<file path="src/hw/light_regs_consts.vh">
// register indices, field layout, reset values and timing for the
// light settings and distance status register bank
// byte address on the bus is four times each index
`ifndef LIGHT_REGS_CONSTS_VH
`define LIGHT_REGS_CONSTS_VH

`define IDX_LIGHT_CTRL 10'h038
`define IDX_UPPER_LIMIT 10'h03A
`define IDX_LOWER_LIMIT 10'h03C
`define IDX_REPEAT_DELAY 10'h03E
`define IDX_GAIN_SELECT 10'h03F
`define IDX_EXPOSURE_TIME 10'h040
`define IDX_DISTANCE_STATUS 10'h04D
`define IDX_LIGHT_EVENT 10'h04F
`define IDX_LIGHT_VALUE 10'h050
`define IDX_IRQ_STATUS 10'h070
`define IDX_IRQ_CLEAR 10'h071
`define IDX_IRQ_ENABLE 10'h072

`define RST_UPPER_LIMIT 16'hFFFF
`define RST_LOWER_LIMIT 16'h0000
`define RST_REPEAT_DELAY 8'hFF
`define RST_GAIN_SELECT 3'h6
`define RST_EXPOSURE_TIME 9'h000
`define RST_ERROR_CODE 4'h0

`define CTRL_START_BIT 0
`define CTRL_MODE_BIT 1
`define CTRL_EVSEL_LO 2
`define CTRL_EVSEL_HI 3
`define EVENT_FIELD_LO 3
`define EVENT_FIELD_HI 5

`define ERR_NONE 4'h0
`define ERR_UNUSED_A 4'h9
`define ERR_UNUSED_B 4'hA

`define EVT_NONE 3'h0
`define EVT_LEVEL_LOW 3'h1
`define EVT_LEVEL_HIGH 3'h2
`define EVT_OUT_WINDOW 3'h3
`define EVT_NEW_SAMPLE 3'h4

`define IRQ_BIT_LOW 0
`define IRQ_BIT_HIGH 1
`define IRQ_BIT_WINDOW 2
`define IRQ_BIT_SAMPLE 3

`define CLK_PERIOD_NS 50
`define MS_NS 1000000
`define MS_CYCLES (`MS_NS / `CLK_PERIOD_NS)
`define DELAY_STEP_MS 10

`endif

</file>
<file path="src/hw/light_sequencer.v">
// light measurement sequencer: integration then optional repeat delay
// assumes a free running pclk and a front end count valid at integration end
`timescale 1ns/1ps
`default_nettype none
`include "light_regs_consts.vh"
module light_sequencer #(
  parameter MS_CYCLES = `MS_CYCLES
) (
  // clock and reset
  input wire pclk,
  input wire presetn,
  // control
  input wire start,
  input wire continuous,
  input wire [8:0] expo_code,
  input wire [7:0] delay_code,
  // front end
  input wire [15:0] sample_in,
  // results
  output reg integrating,
  output reg sample_done,
  output reg [15:0] sample_out
);
  localparam S_IDLE = 2'd0;
  localparam S_INTEG = 2'd1;
  localparam S_WAIT = 2'd2;
  reg [1:0] state;
  reg [31:0] pre;
  reg [11:0] ms;
  wire tick = (pre == MS_CYCLES - 1);
  wire [11:0] integ_ms = {3'b000, expo_code} + 12'h001;
  wire [11:0] wait_ms = ({4'h0, delay_code} + 12'h001) * 12'd10;
  always @(posedge pclk or negedge presetn)
  begin
    if (!presetn)
    begin
      state <= S_IDLE;
      pre <= 32'h0;
      ms <= 12'h000;
      integrating <= 1'b0;
      sample_done <= 1'b0;
      sample_out <= 16'h0000;
    end
    else
    begin
      sample_done <= 1'b0;
      pre <= tick ? 32'h0 : pre + 32'h1;
      case (state)
        S_IDLE:
        begin
          pre <= 32'h0;
          ms <= 12'h000;
          if (start)
          begin
            state <= S_INTEG;
            integrating <= 1'b1;
          end
        end
        S_INTEG:
        begin
          if (start && continuous)
          begin
            state <= S_IDLE;
            integrating <= 1'b0;
          end
          else if (tick)
          begin
            ms <= ms + 12'h001;
            if (ms + 12'h001 >= integ_ms)
            begin
              ms <= 12'h000;
              sample_out <= sample_in;
              sample_done <= 1'b1;
              integrating <= 1'b0;
              state <= continuous ? S_WAIT : S_IDLE;
            end
          end
        end
        S_WAIT:
        begin
          if (start)
            state <= S_IDLE;
          else if (tick)
          begin
            ms <= ms + 12'h001;
            if (ms + 12'h001 >= wait_ms)
            begin
              ms <= 12'h000;
              integrating <= 1'b1;
              state <= S_INTEG;
            end
          end
        end
        default:
        begin
          state <= S_IDLE;
          integrating <= 1'b0;
        end
      endcase
    end
  end
endmodule // light_sequencer
`default_nettype wire

</file>
<file path="src/hw/als_config_range_status_regs.v">
// light measurement settings and distance status registers on APB
// assumes APB master on pclk; front end count and ranging state as inputs
//
// The implementer's own choice: the APB interface to the registers.
`timescale 1ns/1ps
`default_nettype none
`include "light_regs_consts.vh"
module als_config_range_status_regs #(
  parameter MS_CYCLES = `MS_CYCLES
) (
  // clock and reset
  input wire pclk,
  input wire presetn,
  // apb slave
  input wire psel,
  input wire penable,
  input wire pwrite,
  input wire [11:0] paddr,
  input wire [31:0] pwdata,
  output reg [31:0] prdata,
  output reg pready,
  output reg pslverr,
  // light front end
  input wire [15:0] light_sample,
  output reg [2:0] light_gain,
  output wire light_integrating,
  // ranging engine
  input wire [3:0] range_error_code,
  input wire range_busy,
  // interrupt
  output reg irq
);
  reg [15:0] light_upper_limit;
  reg [15:0] light_lower_limit;
  reg [7:0] light_repeat_delay;
  reg [8:0] light_exposure_time;
  reg light_mode;
  reg [1:0] event_select;
  reg start_pulse;
  reg [3:0] error_code;
  reg range_ready;
  reg [2:0] light_event;
  reg [3:0] irq_status;
  reg [3:0] irq_enable;
  reg [31:0] next_rdata;
  reg next_err;
  reg [3:0] set_bits;
  reg [3:0] clr_bits;
  wire sample_done;
  wire [15:0] sample_value;
  wire [9:0] index = paddr[11:2];
  wire access = psel && penable && !pready;
  wire wr_now = psel && penable && pready && pwrite;

  // true when the register index is on the map
  function mapped;
    input [9:0] idx;
    begin
      case (idx)
        `IDX_LIGHT_CTRL, `IDX_UPPER_LIMIT, `IDX_LOWER_LIMIT,
        `IDX_REPEAT_DELAY, `IDX_GAIN_SELECT, `IDX_EXPOSURE_TIME,
        `IDX_DISTANCE_STATUS, `IDX_LIGHT_EVENT, `IDX_LIGHT_VALUE,
        `IDX_IRQ_STATUS, `IDX_IRQ_CLEAR, `IDX_IRQ_ENABLE:
          mapped = 1'b1;
        default:
          mapped = 1'b0;
      endcase
    end
  endfunction

  // unused codes are masked so software never sees them
  function [3:0] clean_error;
    input [3:0] code;
    begin
      if (code == `ERR_UNUSED_A || code == `ERR_UNUSED_B)
        clean_error = `ERR_NONE;
      else
        clean_error = code;
    end
  endfunction

  light_sequencer #(
    .MS_CYCLES(MS_CYCLES)
  ) u_seq (
    .pclk(pclk),
    .presetn(presetn),
    .start(start_pulse),
    .continuous(light_mode),
    .expo_code(light_exposure_time),
    .delay_code(light_repeat_delay),
    .sample_in(light_sample),
    .integrating(light_integrating),
    .sample_done(sample_done),
    .sample_out(sample_value)
  );

  wire is_low = sample_value < light_lower_limit;
  wire is_high = sample_value > light_upper_limit;
  wire is_out = is_low || is_high;

  // apb read mux, registered so prdata comes from a flop
  always @*
  begin
    next_rdata = 32'h0000_0000;
    next_err = !mapped(index);
    case (index)
      `IDX_LIGHT_CTRL:
        next_rdata = {28'h0, event_select, light_mode, 1'b0};
      `IDX_UPPER_LIMIT:
        next_rdata = {16'h0000, light_upper_limit};
      `IDX_LOWER_LIMIT:
        next_rdata = {16'h0000, light_lower_limit};
      `IDX_REPEAT_DELAY:
        next_rdata = {24'h0, light_repeat_delay};
      `IDX_GAIN_SELECT:
        next_rdata = {29'h0, light_gain};
      `IDX_EXPOSURE_TIME:
        next_rdata = {23'h0, light_exposure_time};
      // legacy bits 3..1 left at zero
      `IDX_DISTANCE_STATUS:
        next_rdata = {24'h0, error_code, 3'b000, range_ready};
      `IDX_LIGHT_EVENT:
        next_rdata = {26'h0, light_event, 3'b000};
      `IDX_LIGHT_VALUE:
        next_rdata = {16'h0000, sample_value};
      `IDX_IRQ_STATUS:
        next_rdata = {28'h0, irq_status};
      `IDX_IRQ_ENABLE:
        next_rdata = {28'h0, irq_enable};
      default:
        next_rdata = 32'h0000_0000;
    endcase
    if (pwrite)
      next_rdata = 32'h0000_0000;
  end

  // one wait state: pready rises the cycle after penable
  always @(posedge pclk or negedge presetn)
  begin
    if (!presetn)
    begin
      pready <= 1'b0;
      pslverr <= 1'b0;
      prdata <= 32'h0000_0000;
    end
    else
    begin
      pready <= access;
      pslverr <= access && next_err;
      prdata <= access ? next_rdata : 32'h0000_0000;
    end
  end

  // configuration registers, written at the completing edge
  always @(posedge pclk or negedge presetn)
  begin
    if (!presetn)
    begin
      light_upper_limit <= `RST_UPPER_LIMIT;
      light_lower_limit <= `RST_LOWER_LIMIT;
      light_repeat_delay <= `RST_REPEAT_DELAY;
      light_gain <= `RST_GAIN_SELECT;
      light_exposure_time <= `RST_EXPOSURE_TIME;
      light_mode <= 1'b0;
      event_select <= 2'b00;
      irq_enable <= 4'h0;
      start_pulse <= 1'b0;
    end
    else
    begin
      start_pulse <= 1'b0;
      if (wr_now)
      begin
        case (index)
          `IDX_LIGHT_CTRL:
          begin
            light_mode <= pwdata[`CTRL_MODE_BIT];
            event_select <= pwdata[`CTRL_EVSEL_HI:`CTRL_EVSEL_LO];
            // start ignored while ranging holds the device
            start_pulse <= pwdata[`CTRL_START_BIT] && !range_busy;
          end
          `IDX_UPPER_LIMIT:
            light_upper_limit <= pwdata[15:0];
          `IDX_LOWER_LIMIT:
            light_lower_limit <= pwdata[15:0];
          `IDX_REPEAT_DELAY:
            light_repeat_delay <= pwdata[7:0];
          `IDX_GAIN_SELECT:
            light_gain <= pwdata[2:0];
          `IDX_EXPOSURE_TIME:
            light_exposure_time <= pwdata[8:0];
          `IDX_IRQ_ENABLE:
            irq_enable <= pwdata[3:0];
          default:
            light_mode <= light_mode;
        endcase
      end
    end
  end

  // distance status follows the ranging engine one cycle late
  always @(posedge pclk or negedge presetn)
  begin
    if (!presetn)
    begin
      error_code <= `RST_ERROR_CODE;
      range_ready <= 1'b1;
    end
    else
    begin
      error_code <= clean_error(range_error_code);
      // ready only when nothing is busy
      range_ready <= !range_busy && !light_integrating;
    end
  end

  // event field and sticky interrupt status
  always @*
  begin
    set_bits = 4'h0;
    if (sample_done)
    begin
      set_bits[`IRQ_BIT_LOW] = is_low;
      set_bits[`IRQ_BIT_HIGH] = is_high;
      set_bits[`IRQ_BIT_WINDOW] = is_out;
      set_bits[`IRQ_BIT_SAMPLE] = 1'b1;
    end
    clr_bits = 4'h0;
    if (wr_now && index == `IDX_IRQ_CLEAR)
      clr_bits = pwdata[3:0];
  end

  always @(posedge pclk or negedge presetn)
  begin
    if (!presetn)
    begin
      light_event <= `EVT_NONE;
      irq_status <= 4'h0;
      irq <= 1'b0;
    end
    else
    begin
      // set wins over a clear in the same cycle
      irq_status <= (irq_status & ~clr_bits) | set_bits;
      irq <= |(((irq_status & ~clr_bits) | set_bits) & irq_enable);
      if (sample_done)
      begin
        case (event_select)
          2'd0:
            light_event <= is_low ? `EVT_LEVEL_LOW : `EVT_NONE;
          2'd1:
            light_event <= is_high ? `EVT_LEVEL_HIGH : `EVT_NONE;
          2'd2:
            light_event <= is_out ? `EVT_OUT_WINDOW : `EVT_NONE;
          default:
            light_event <= `EVT_NEW_SAMPLE;
        endcase
      end
    end
  end
endmodule // als_config_range_status_regs
`default_nettype wire

</file>
<file path="config.mk">
export PLATFORM = sky130hd
export DESIGN_NAME = als_config_range_status_regs
export DESIGN_NICKNAME = d
export VERILOG_FILES = /design/src/hw/light_sequencer.v /design/src/hw/als_config_range_status_regs.v
export VERILOG_INCLUDE_DIRS = /design/src /design/src/hw
export SDC_FILE = /design/constraint.sdc
export NUM_CORES = 1
export LEC_CHECK = 0
export BUFFER_PORTS_ARGS = -buffer_cell sky130_fd_sc_hd__buf_2
export CAP_MARGIN = 10
export CELL_PAD_IN_SITES_DETAIL_PLACEMENT = 1
export CELL_PAD_IN_SITES_GLOBAL_PLACEMENT = 2
export CORE_AREA = 5 5 171 173
export DETAILED_ROUTE_END_ITERATION = 8
export DIE_AREA = 0 0 176 178
export PLACE_DENSITY_LB_ADDON = 0.3
export SYNTH_ARGS = -nofsm -noshare
export SYNTH_HDL_FRONTEND = slang
export SYNTH_HIERARCHICAL = 1
export SYNTH_SLANG_ARGS = --single-unit
</file>
<file path="constraint.sdc">
create_clock -name pclk -period 3.8 [get_ports pclk]
set_input_delay 0 -clock pclk [delete_from_list [all_inputs] [get_ports pclk]]
set_output_delay 0 -clock pclk [all_outputs]
set_load 0.01 [all_outputs]
</file>
==> metrics.csv, run 1 <==
metric,value,unit
multiInputGateArea,5070,µm²
clkTransAtPathRegs,70,ps
clock_skew,20.6,ps
avgSynthCellArea,10.1,µm²
intPower,2.91,mW
outcome,"finished, violations left",
hold_viol,0,
endpoint_kind,flop,
worstPathMaxFanout,4,
ys_ff_latch,155,
die_y,178,µm
maxCapViolations,0,
cp_data_arrival_time,4550,ps
pwr-share-comb,12.2,%
setup_viol,15,
leakage,5.25,nW
fillers,3076,
numPortBuffers,74,
antenna_left,0,
cts_root_buf,clkbuf_16,
yosysSeqAreaShare,42.6,%
syn_inst,908,
viasPerCell,5.21,
start_kind,flop,
synthMuxAreaShare,7.57,%
layout-drive-gt1-share,26.0,%
gp_congestion,0.830,
pin_count,109,
r2r_end,u_seq/ms[10],
required,4160,ps
ys_async_sr_fraction,100,%
worst_hold_slack,89.7,ps
clkLatencyLatePin,450,ps
yosysWarnings,6,
synth_cell_types,81,
start_util,33.4,%
grt_max_degree,101,
coreArea,27500,µm²
via_count,7465,
grt_overflow,0,
worstHoldStart,paddr[9],
synth_ff_type,dfrtp_1,
syn2layout_area_growth,25.3,%
syn_area,9190,µm²
ff2ff_path_depth,19,
p_sw,1.20,mW
synth-simple-area-share,16.2,%
switching_share,29.2,%
antenna_found_initial,0,
hold_depth,3,
rows,61,
ir_drop,0.278,mV
p_seq_share,42.3,%
period_needed,4190,ps
drtIter0Drc,372,
cts_tree,built,
yosysTopAreaCell,dfrtp_1,
netlist.area_leader.share,34.9,%
routedWlPerCell,19.3,µm
p_clk_share,45.5,%
min_to,pslverr,
final_nets,1218,
ff_latch_area,3910,µm²
cts_buffers,17,
grt_pass1_vias,7958,
htreeDepth,4,
report.final.slew_viol_count,0,
rsz0062_at_grt,yes,
synth_most_common_cell,dfrtp_1,
synth_top_family_by_area,simple AND/OR/NAND/NOR gates,
grt_pass1_wl,44600,µm
gr-usage-all-layers,18.2,%
r2r-start,light_repeat_delay[0],
synth-compound-area-share,12.6,%
crit_type,flop to flop,
max-slew-margin-rel,35.0,%
totalWireLength,27600,µm
setup_ws,-387,ps
dr.pass1.iters,7,
violations,setup timing,
synth_edf_count,0,
pre_cts_slack,-507,ps
clock_path_buffers,2,
place.detailed.hpwl,20100,µm
min_path_type,primary input to flop,
synth-xor-area-share,5.82,%
synth_fa_ha_area_share,10.3,%
clock.fmax,239,MHz
post-route-period-util,110,%
die-area,31300,µm²
worstMarginPinSlew,975,ps
clock_sink_count,155,
die_w,176,µm
synth_area_leaders,"dfrtp_1, ha_1, dfstp_2, mux2_2, nand2_1",
drc_errors,0,
cellPowerDensity,357,nW/µm²
n_antenna_cell,0,
r2r_slack,-390,ps
yosys-top-cells-count,"dfrtp_1, nand2_1, ha_1",
metal layers:
metal | vias to the layer above | share of wire [%] | global-route usage [%]
met4 | 0 | 1.6 | 4.87
met2 | 128 | 47 | 30.2
met1 | 3746 | 48 | 25.1
met3 | 27 | 3.3 | 2.61
li1 | 3564 | - | -
met5 | - | 0 | 0
power groups by stage:
| stage | registers, mW | clock network [mW] | logic (mW) |
|---|---|---|---|
| CTS | 1.74 | 1.93 | 0.499 |
| detailed placement | 1.77 | 0 | 0.429 |
| floorplan | 1.75 | 0 | 0.281 |
| global route | 1.74 | 1.99 | 0.562 |
| finish | 1.74 | 1.87 | 0.499 |
| global placement | 1.77 | 0 | 0.424 |
cells in the final DEF, fill, tap and decap left out, types with 7 or more instances in the layout:
master	instances
dfrtp_1	128
nand2_1	84
buf_2	73
ha_1	72
nor2_1	69
inv_1	57
mux2_2	49
buf_4	48
dlygate4sd3_1	42
nand3_1	32
xor2_1	32
a21oi_1	27
dfstp_2	27
o21ai_0	26
xnor2_1	24
clkbuf_16	17
and3_1	17
conb_1	16
nand4_1	15
a222oi_1	14
mux2_1	10
a31oi_1	9
o211ai_1	8
o21ai_1	8
nor3_1	7
a221oi_1	7
layout make-up:
class                      count  share of cell area [%]
timing repair buffer         169                    10.7
clock inverter                15                    1.95
sequential                   155                    34.0
multi-input combinational    673                    44.1
inverter                      57                    1.86
clock buffer                  17                    3.70
tap                          346                    3.76
stage by stage:
stage | setup TNS, ps | total power [mW] | std cells | cell area (µm²) | utilization [%]
after floorplan | -424 | 2.04 | 923 | 9290 | -
after global placement | -3560 | 2.19 | 1350 | 10200 | 37.2
after detailed placement | -6230 | 2.20 | 1350 | 10200 | 37.2
after CTS | -4750 | 4.16 | 1431 | 11500 | 41.7
after global routing | -8290 | 4.29 | 1432 | 11500 | 41.9
final | -4200 | 4.10 | 1432 | 11500 | 41.9
repair_timing:
action	4_1_cts	5_1_grt
endpoints found under the setup margin	15	15
hold endpoints to repair	157	0
pin swaps	17	6
gates resized for setup	23	10
hold buffers	42	0
cloned	0	0
buffers inserted	8	2
worst max-delay path, cell delays in order (launching register included):
cell and delay, ps:
dfstp_2 590, ha_4 180, nand3_4 70, xnor2_2 140, ha_1 310, buf_6 130, fa_2 350, a21oi_2 130
nor2_1 40, nor2_1 120, o21bai_1 80, a21oi_1 150, xor2_1 170, ha_1 260, o21a_1 190, a211oi_2 270
o211ai_1 180, a21boi_2 200, or4b_1 450, o21ai_1 100
sequential cells by signal (all words and copies together) (netlist names):
signal               cells
irq_enable               4
light_repeat_delay       8
light_upper_limit       16
pslverr                  1
u_seq/ms                12
u_seq/sample_done        1
light_lower_limit       16
event_select             2
u_seq/integrating        1
irq                      1
light_exposure_time      9
u_seq/pre               32
error_code               4
start_pulse              1
light_mode               1
u_seq/sample_out        16
u_seq/state              2
irq_status               4
pready                   1
prdata                  16
range_ready              1
light_gain               3
light_event              3
worst max-delay path by stage:
stage / startpoint / endpoint
6_report: light_repeat_delay[0] / u_seq/ms[10]
5_1_grt: light_repeat_delay[0] / u_seq/ms[10]
4_1_cts: light_repeat_delay[1] / u_seq/ms[10]
3_5_place_dp: light_repeat_delay[0] / u_seq/ms[10]
3_3_place_gp: light_repeat_delay[0] / u_seq/ms[10]
2_1_floorplan: light_repeat_delay[1] / u_seq/ms[10]
cell families after synthesis:
family,Yosys count
AOI/OAI and AO/OA,168
xor gates and xnor gates,61
adders and majority gates,75
buffers and inverters,95
DFF,155
muxes,62
other,1
and+or+nand+nor,291
Note: power is estimated with default switching activity, not from simulation.
==> run 2: changes to the inputs <==
Settings changed: ABC_AREA from default to 1, CORE_AREA 5 5 171 173 to 5 5 181 183, DIE_AREA 0 0 176 178 to 0 0 186 188.
==> run 2 against run 1 <==
Against the previous run:
- the flow now finishes without violations
- wire length increased by 7.3%
- synthesized cell count up 38%
- hold slack lost 61 ps
- combinational power fell by 8.2%
- global-route usage decreased by 0.62 points
- non-clock buffer count decreased by 26
- sequential share of layout area fell by 0.80 points
- count of clock-buffer cells in the layout increased by 3
- critical path depth is 6 higher
- total power shrank 4.4%
- highest routed layer is now met5
==> metrics.csv, run 2 <==
metric,value,unit
gr-usage-met3,3.16,%
syn2layout_area_growth,20.8,%
clock_sink_count,155,
largest_register,u_seq/pre,
worstPathMaxFanout,4,
pwr-share-comb,11.7,%
report.final.slew_viol_count,0,
max-slew-margin-rel,27.1,%
antenna_found_initial,1,
cts_root_buf,clkbuf_16,
n_antenna_cell,0,
rsz0062_at_grt,yes,
netlist.area_leader.share,32.8,%
r2r_slack,30,ps
grt_overflow,0,
gp_congestion,0.778,
final_area,11800,µm²
r2r-start,light_repeat_delay[0],
die_y,188,µm
total_power,3.92,mW
maxCapViolations,0,
start_kind,flop,
drtIter0Drc,326,
layout-drive-gt1-share,16.8,%
largest_reg_flops,32,
placed_area,10600,µm²
synth_most_common_cell,nand2_1,
crit_type,flop to flop,
required,4130,ps
pin_count,109,
routedWlPerCell,16.4,µm
clkLatencyLatePin,450,ps
totalWireLength,29600,µm
clock_path_buffers,2,
ff2ff_path_depth,25,
htreeDepth,4,
clock_skew,15.9,ps
syn_inst,1250,
worst_hold_slack,29.0,ps
grt_max_degree,76,
p_seq_share,43.6,%
layout_common_cells,"nand2_1, inv_1, dfrtp_1",
cp_data_arrival_time,4110,ps
endpoint,u_seq/state[1],
final_common_cell,nand2_1,
intPower,2.80,mW
synth_cell_types,52,
setup_ws,25.5,ps
die-area,35000,µm²
grt_pass1_vias,8981,
fillers,3796,
gr-usage-all-layers,17.6,%
synth_ff_type,dfrtp_1,
cts_buffers,17,
via_count,8431,
clkTransAtPathRegs,60,ps
synth_edf_count,0,
period_needed,3770,ps
cts_tree,built,
endpoint_kind,flop,
avgSynthCellArea,7.80,µm²
yosysWarnings,6,
numPortBuffers,74,
hold_viol,0,
grt.busiest_layer,met2,
pre_cts_slack,-273,ps
gr-usage-met2,31.5,%
final_nets,1534,
min_path_type,primary input to flop,
rows,65,
drc_errors,0,
dr.pass1.iters,4,
syn_area,9750,µm²
p_clk_share,44.7,%
yosys-top-cells-count,"nand2_1, inv_1, dfrtp_1",
grt_pass1_wl,48600,µm
ys_async_sr_fraction,100,%
outcome,"complete, no violations",
clock.fmax,265,MHz
leakage,5.49,nW
yosysTopAreaCell,dfrtp_1,
gr-usage-met1,21.8,%
ir_drop,0.317,mV
start_util,31.4,%
die_w,186,µm
ys_ff_latch,155,
synth_area_leaders,"dfrtp_1, nand2_1, ha_1, dfstp_2, inv_1",
setup_viol,0,
coreArea,31100,µm²
p_sw,1.12,mW
post-route-period-util,99.3,%
cellPowerDensity,333,nW/µm²
cp-startpoint,light_repeat_delay[0],
r2r_end,u_seq/state[1],
viasPerCell,4.67,
worstMarginPinSlew,1090,ps
yosysSeqAreaShare,40.1,%
place.detailed.hpwl,22200,µm
setup-tns-final,0,ps
antenna_left,0,
switching_share,28.6,%
run 2: changes by cell type after synthesis, sizes merged, moves of 24 or more:
| cell | before | now |
|---|---|---|
| nor2 | 70 | 124 |
| o21ai | 40 | 82 |
| nand3 | 36 | 61 |
| nand2 | 85 | 347 |
| mux2 | 60 | 0 |
| inv | 57 | 173 |
| nor3 | 9 | 33 |
run 2: power by group through the flow:
stage	combinational [mW]	clock, mW	sequential, mW
finish	0.458	1.76	1.71
detailed placement	0.426	0	1.74
global route	0.519	1.88	1.71
global placement	0.420	0	1.74
CTS	0.460	1.81	1.71
floorplan	0.249	0	1.73
run 2: cells by family (layout without fill, tap and decap cells):
group / count (synthesis) / after routing / synth area share (%)
AOI/OAI and AO/OA: 162 / 162 / 9.15
xor gates and xnor gates: 43 / 43 / 3.94
adders and majority gates: 75 / 75 / 9.70
buffers and inverters: 212 / 349 / 9.61
DFF: 155 / 155 / 40.1
other: 1 / 16 / 0.0385
and+or+nand+nor: 602 / 602 / 27.4
run 2: worst min path at each step:
| stage | startpoint | endpoint | slack, ps | cells past startpoint |
|---|---|---|---|---|
| after detailed placement | presetn | u_seq/pre[15] | 100 | 1 |
| after floorplan | presetn | error_code[0] | -300 | 0 |
| after global placement | presetn | u_seq/pre[10] | 100 | 1 |
| final | paddr[10] | light_gain[1] | 30 | 4 |
| after CTS | paddr[10] | light_gain[1] | 2 | 4 |
| after global routing | paddr[10] | light_gain[1] | 40 | 4 |
run 2: per-stage QoR:
| step | std cells | util, % |
|---|---|---|
| final | 1804 | 37.9 |
| after global routing | 1804 | 37.9 |
| after CTS | 1800 | 37.7 |
| after detailed placement | 1728 | 34.1 |
| after global placement | 1728 | 34.1 |
| after floorplan | 1265 | - |
run 2: layer usage:
layer	vias to the layer above	part of all wire, %
met5	-	0.044
met4	2	1.2
met3	22	1.8
met2	76	53
met1	4068	44
li1	4263	-
run 2: final cells by class:
type                       instances  area [µm²]  area share [%]
multi-input combinational        898        5110            43.4
clock inverter                    12         126            1.07
inverter                         174         658            5.58
timing repair buffer             143        1000            8.53
tap                              402         503            4.27
sequential                       155        3910            33.2
clock buffer                      20         467            3.96
run 2: critical path, cell delays in order, from the launching register on:
cell and delay (ps):
dfstp_2 590, nand3_2 110, nor2_2 120, buf_4 110, nand4_1 90, xor2_1 300
ha_4 260, ha_4 260, inv_1 40, o21bai_1 200, nand2_1 70, nand2_1 80
a21oi_2 60, xor2_1 160, ha_1 300, nand2_1 70, nor2_1 100, inv_1 50
a21oi_1 110, nor2_1 60, nand2_1 90, nand2_2 70, o21ai_2 150, nand2_1 100
nand2_1 80, nand2_1 50
run 2: what timing repair did:
action                     in CTS  in global routing
hold endpoints to repair      123                  0
setup endpoints to repair      15                 15
hold buffers                   39                  0
pin swaps                       3                 13
gates resized for setup        16                  9
setup buffers                   1                  4
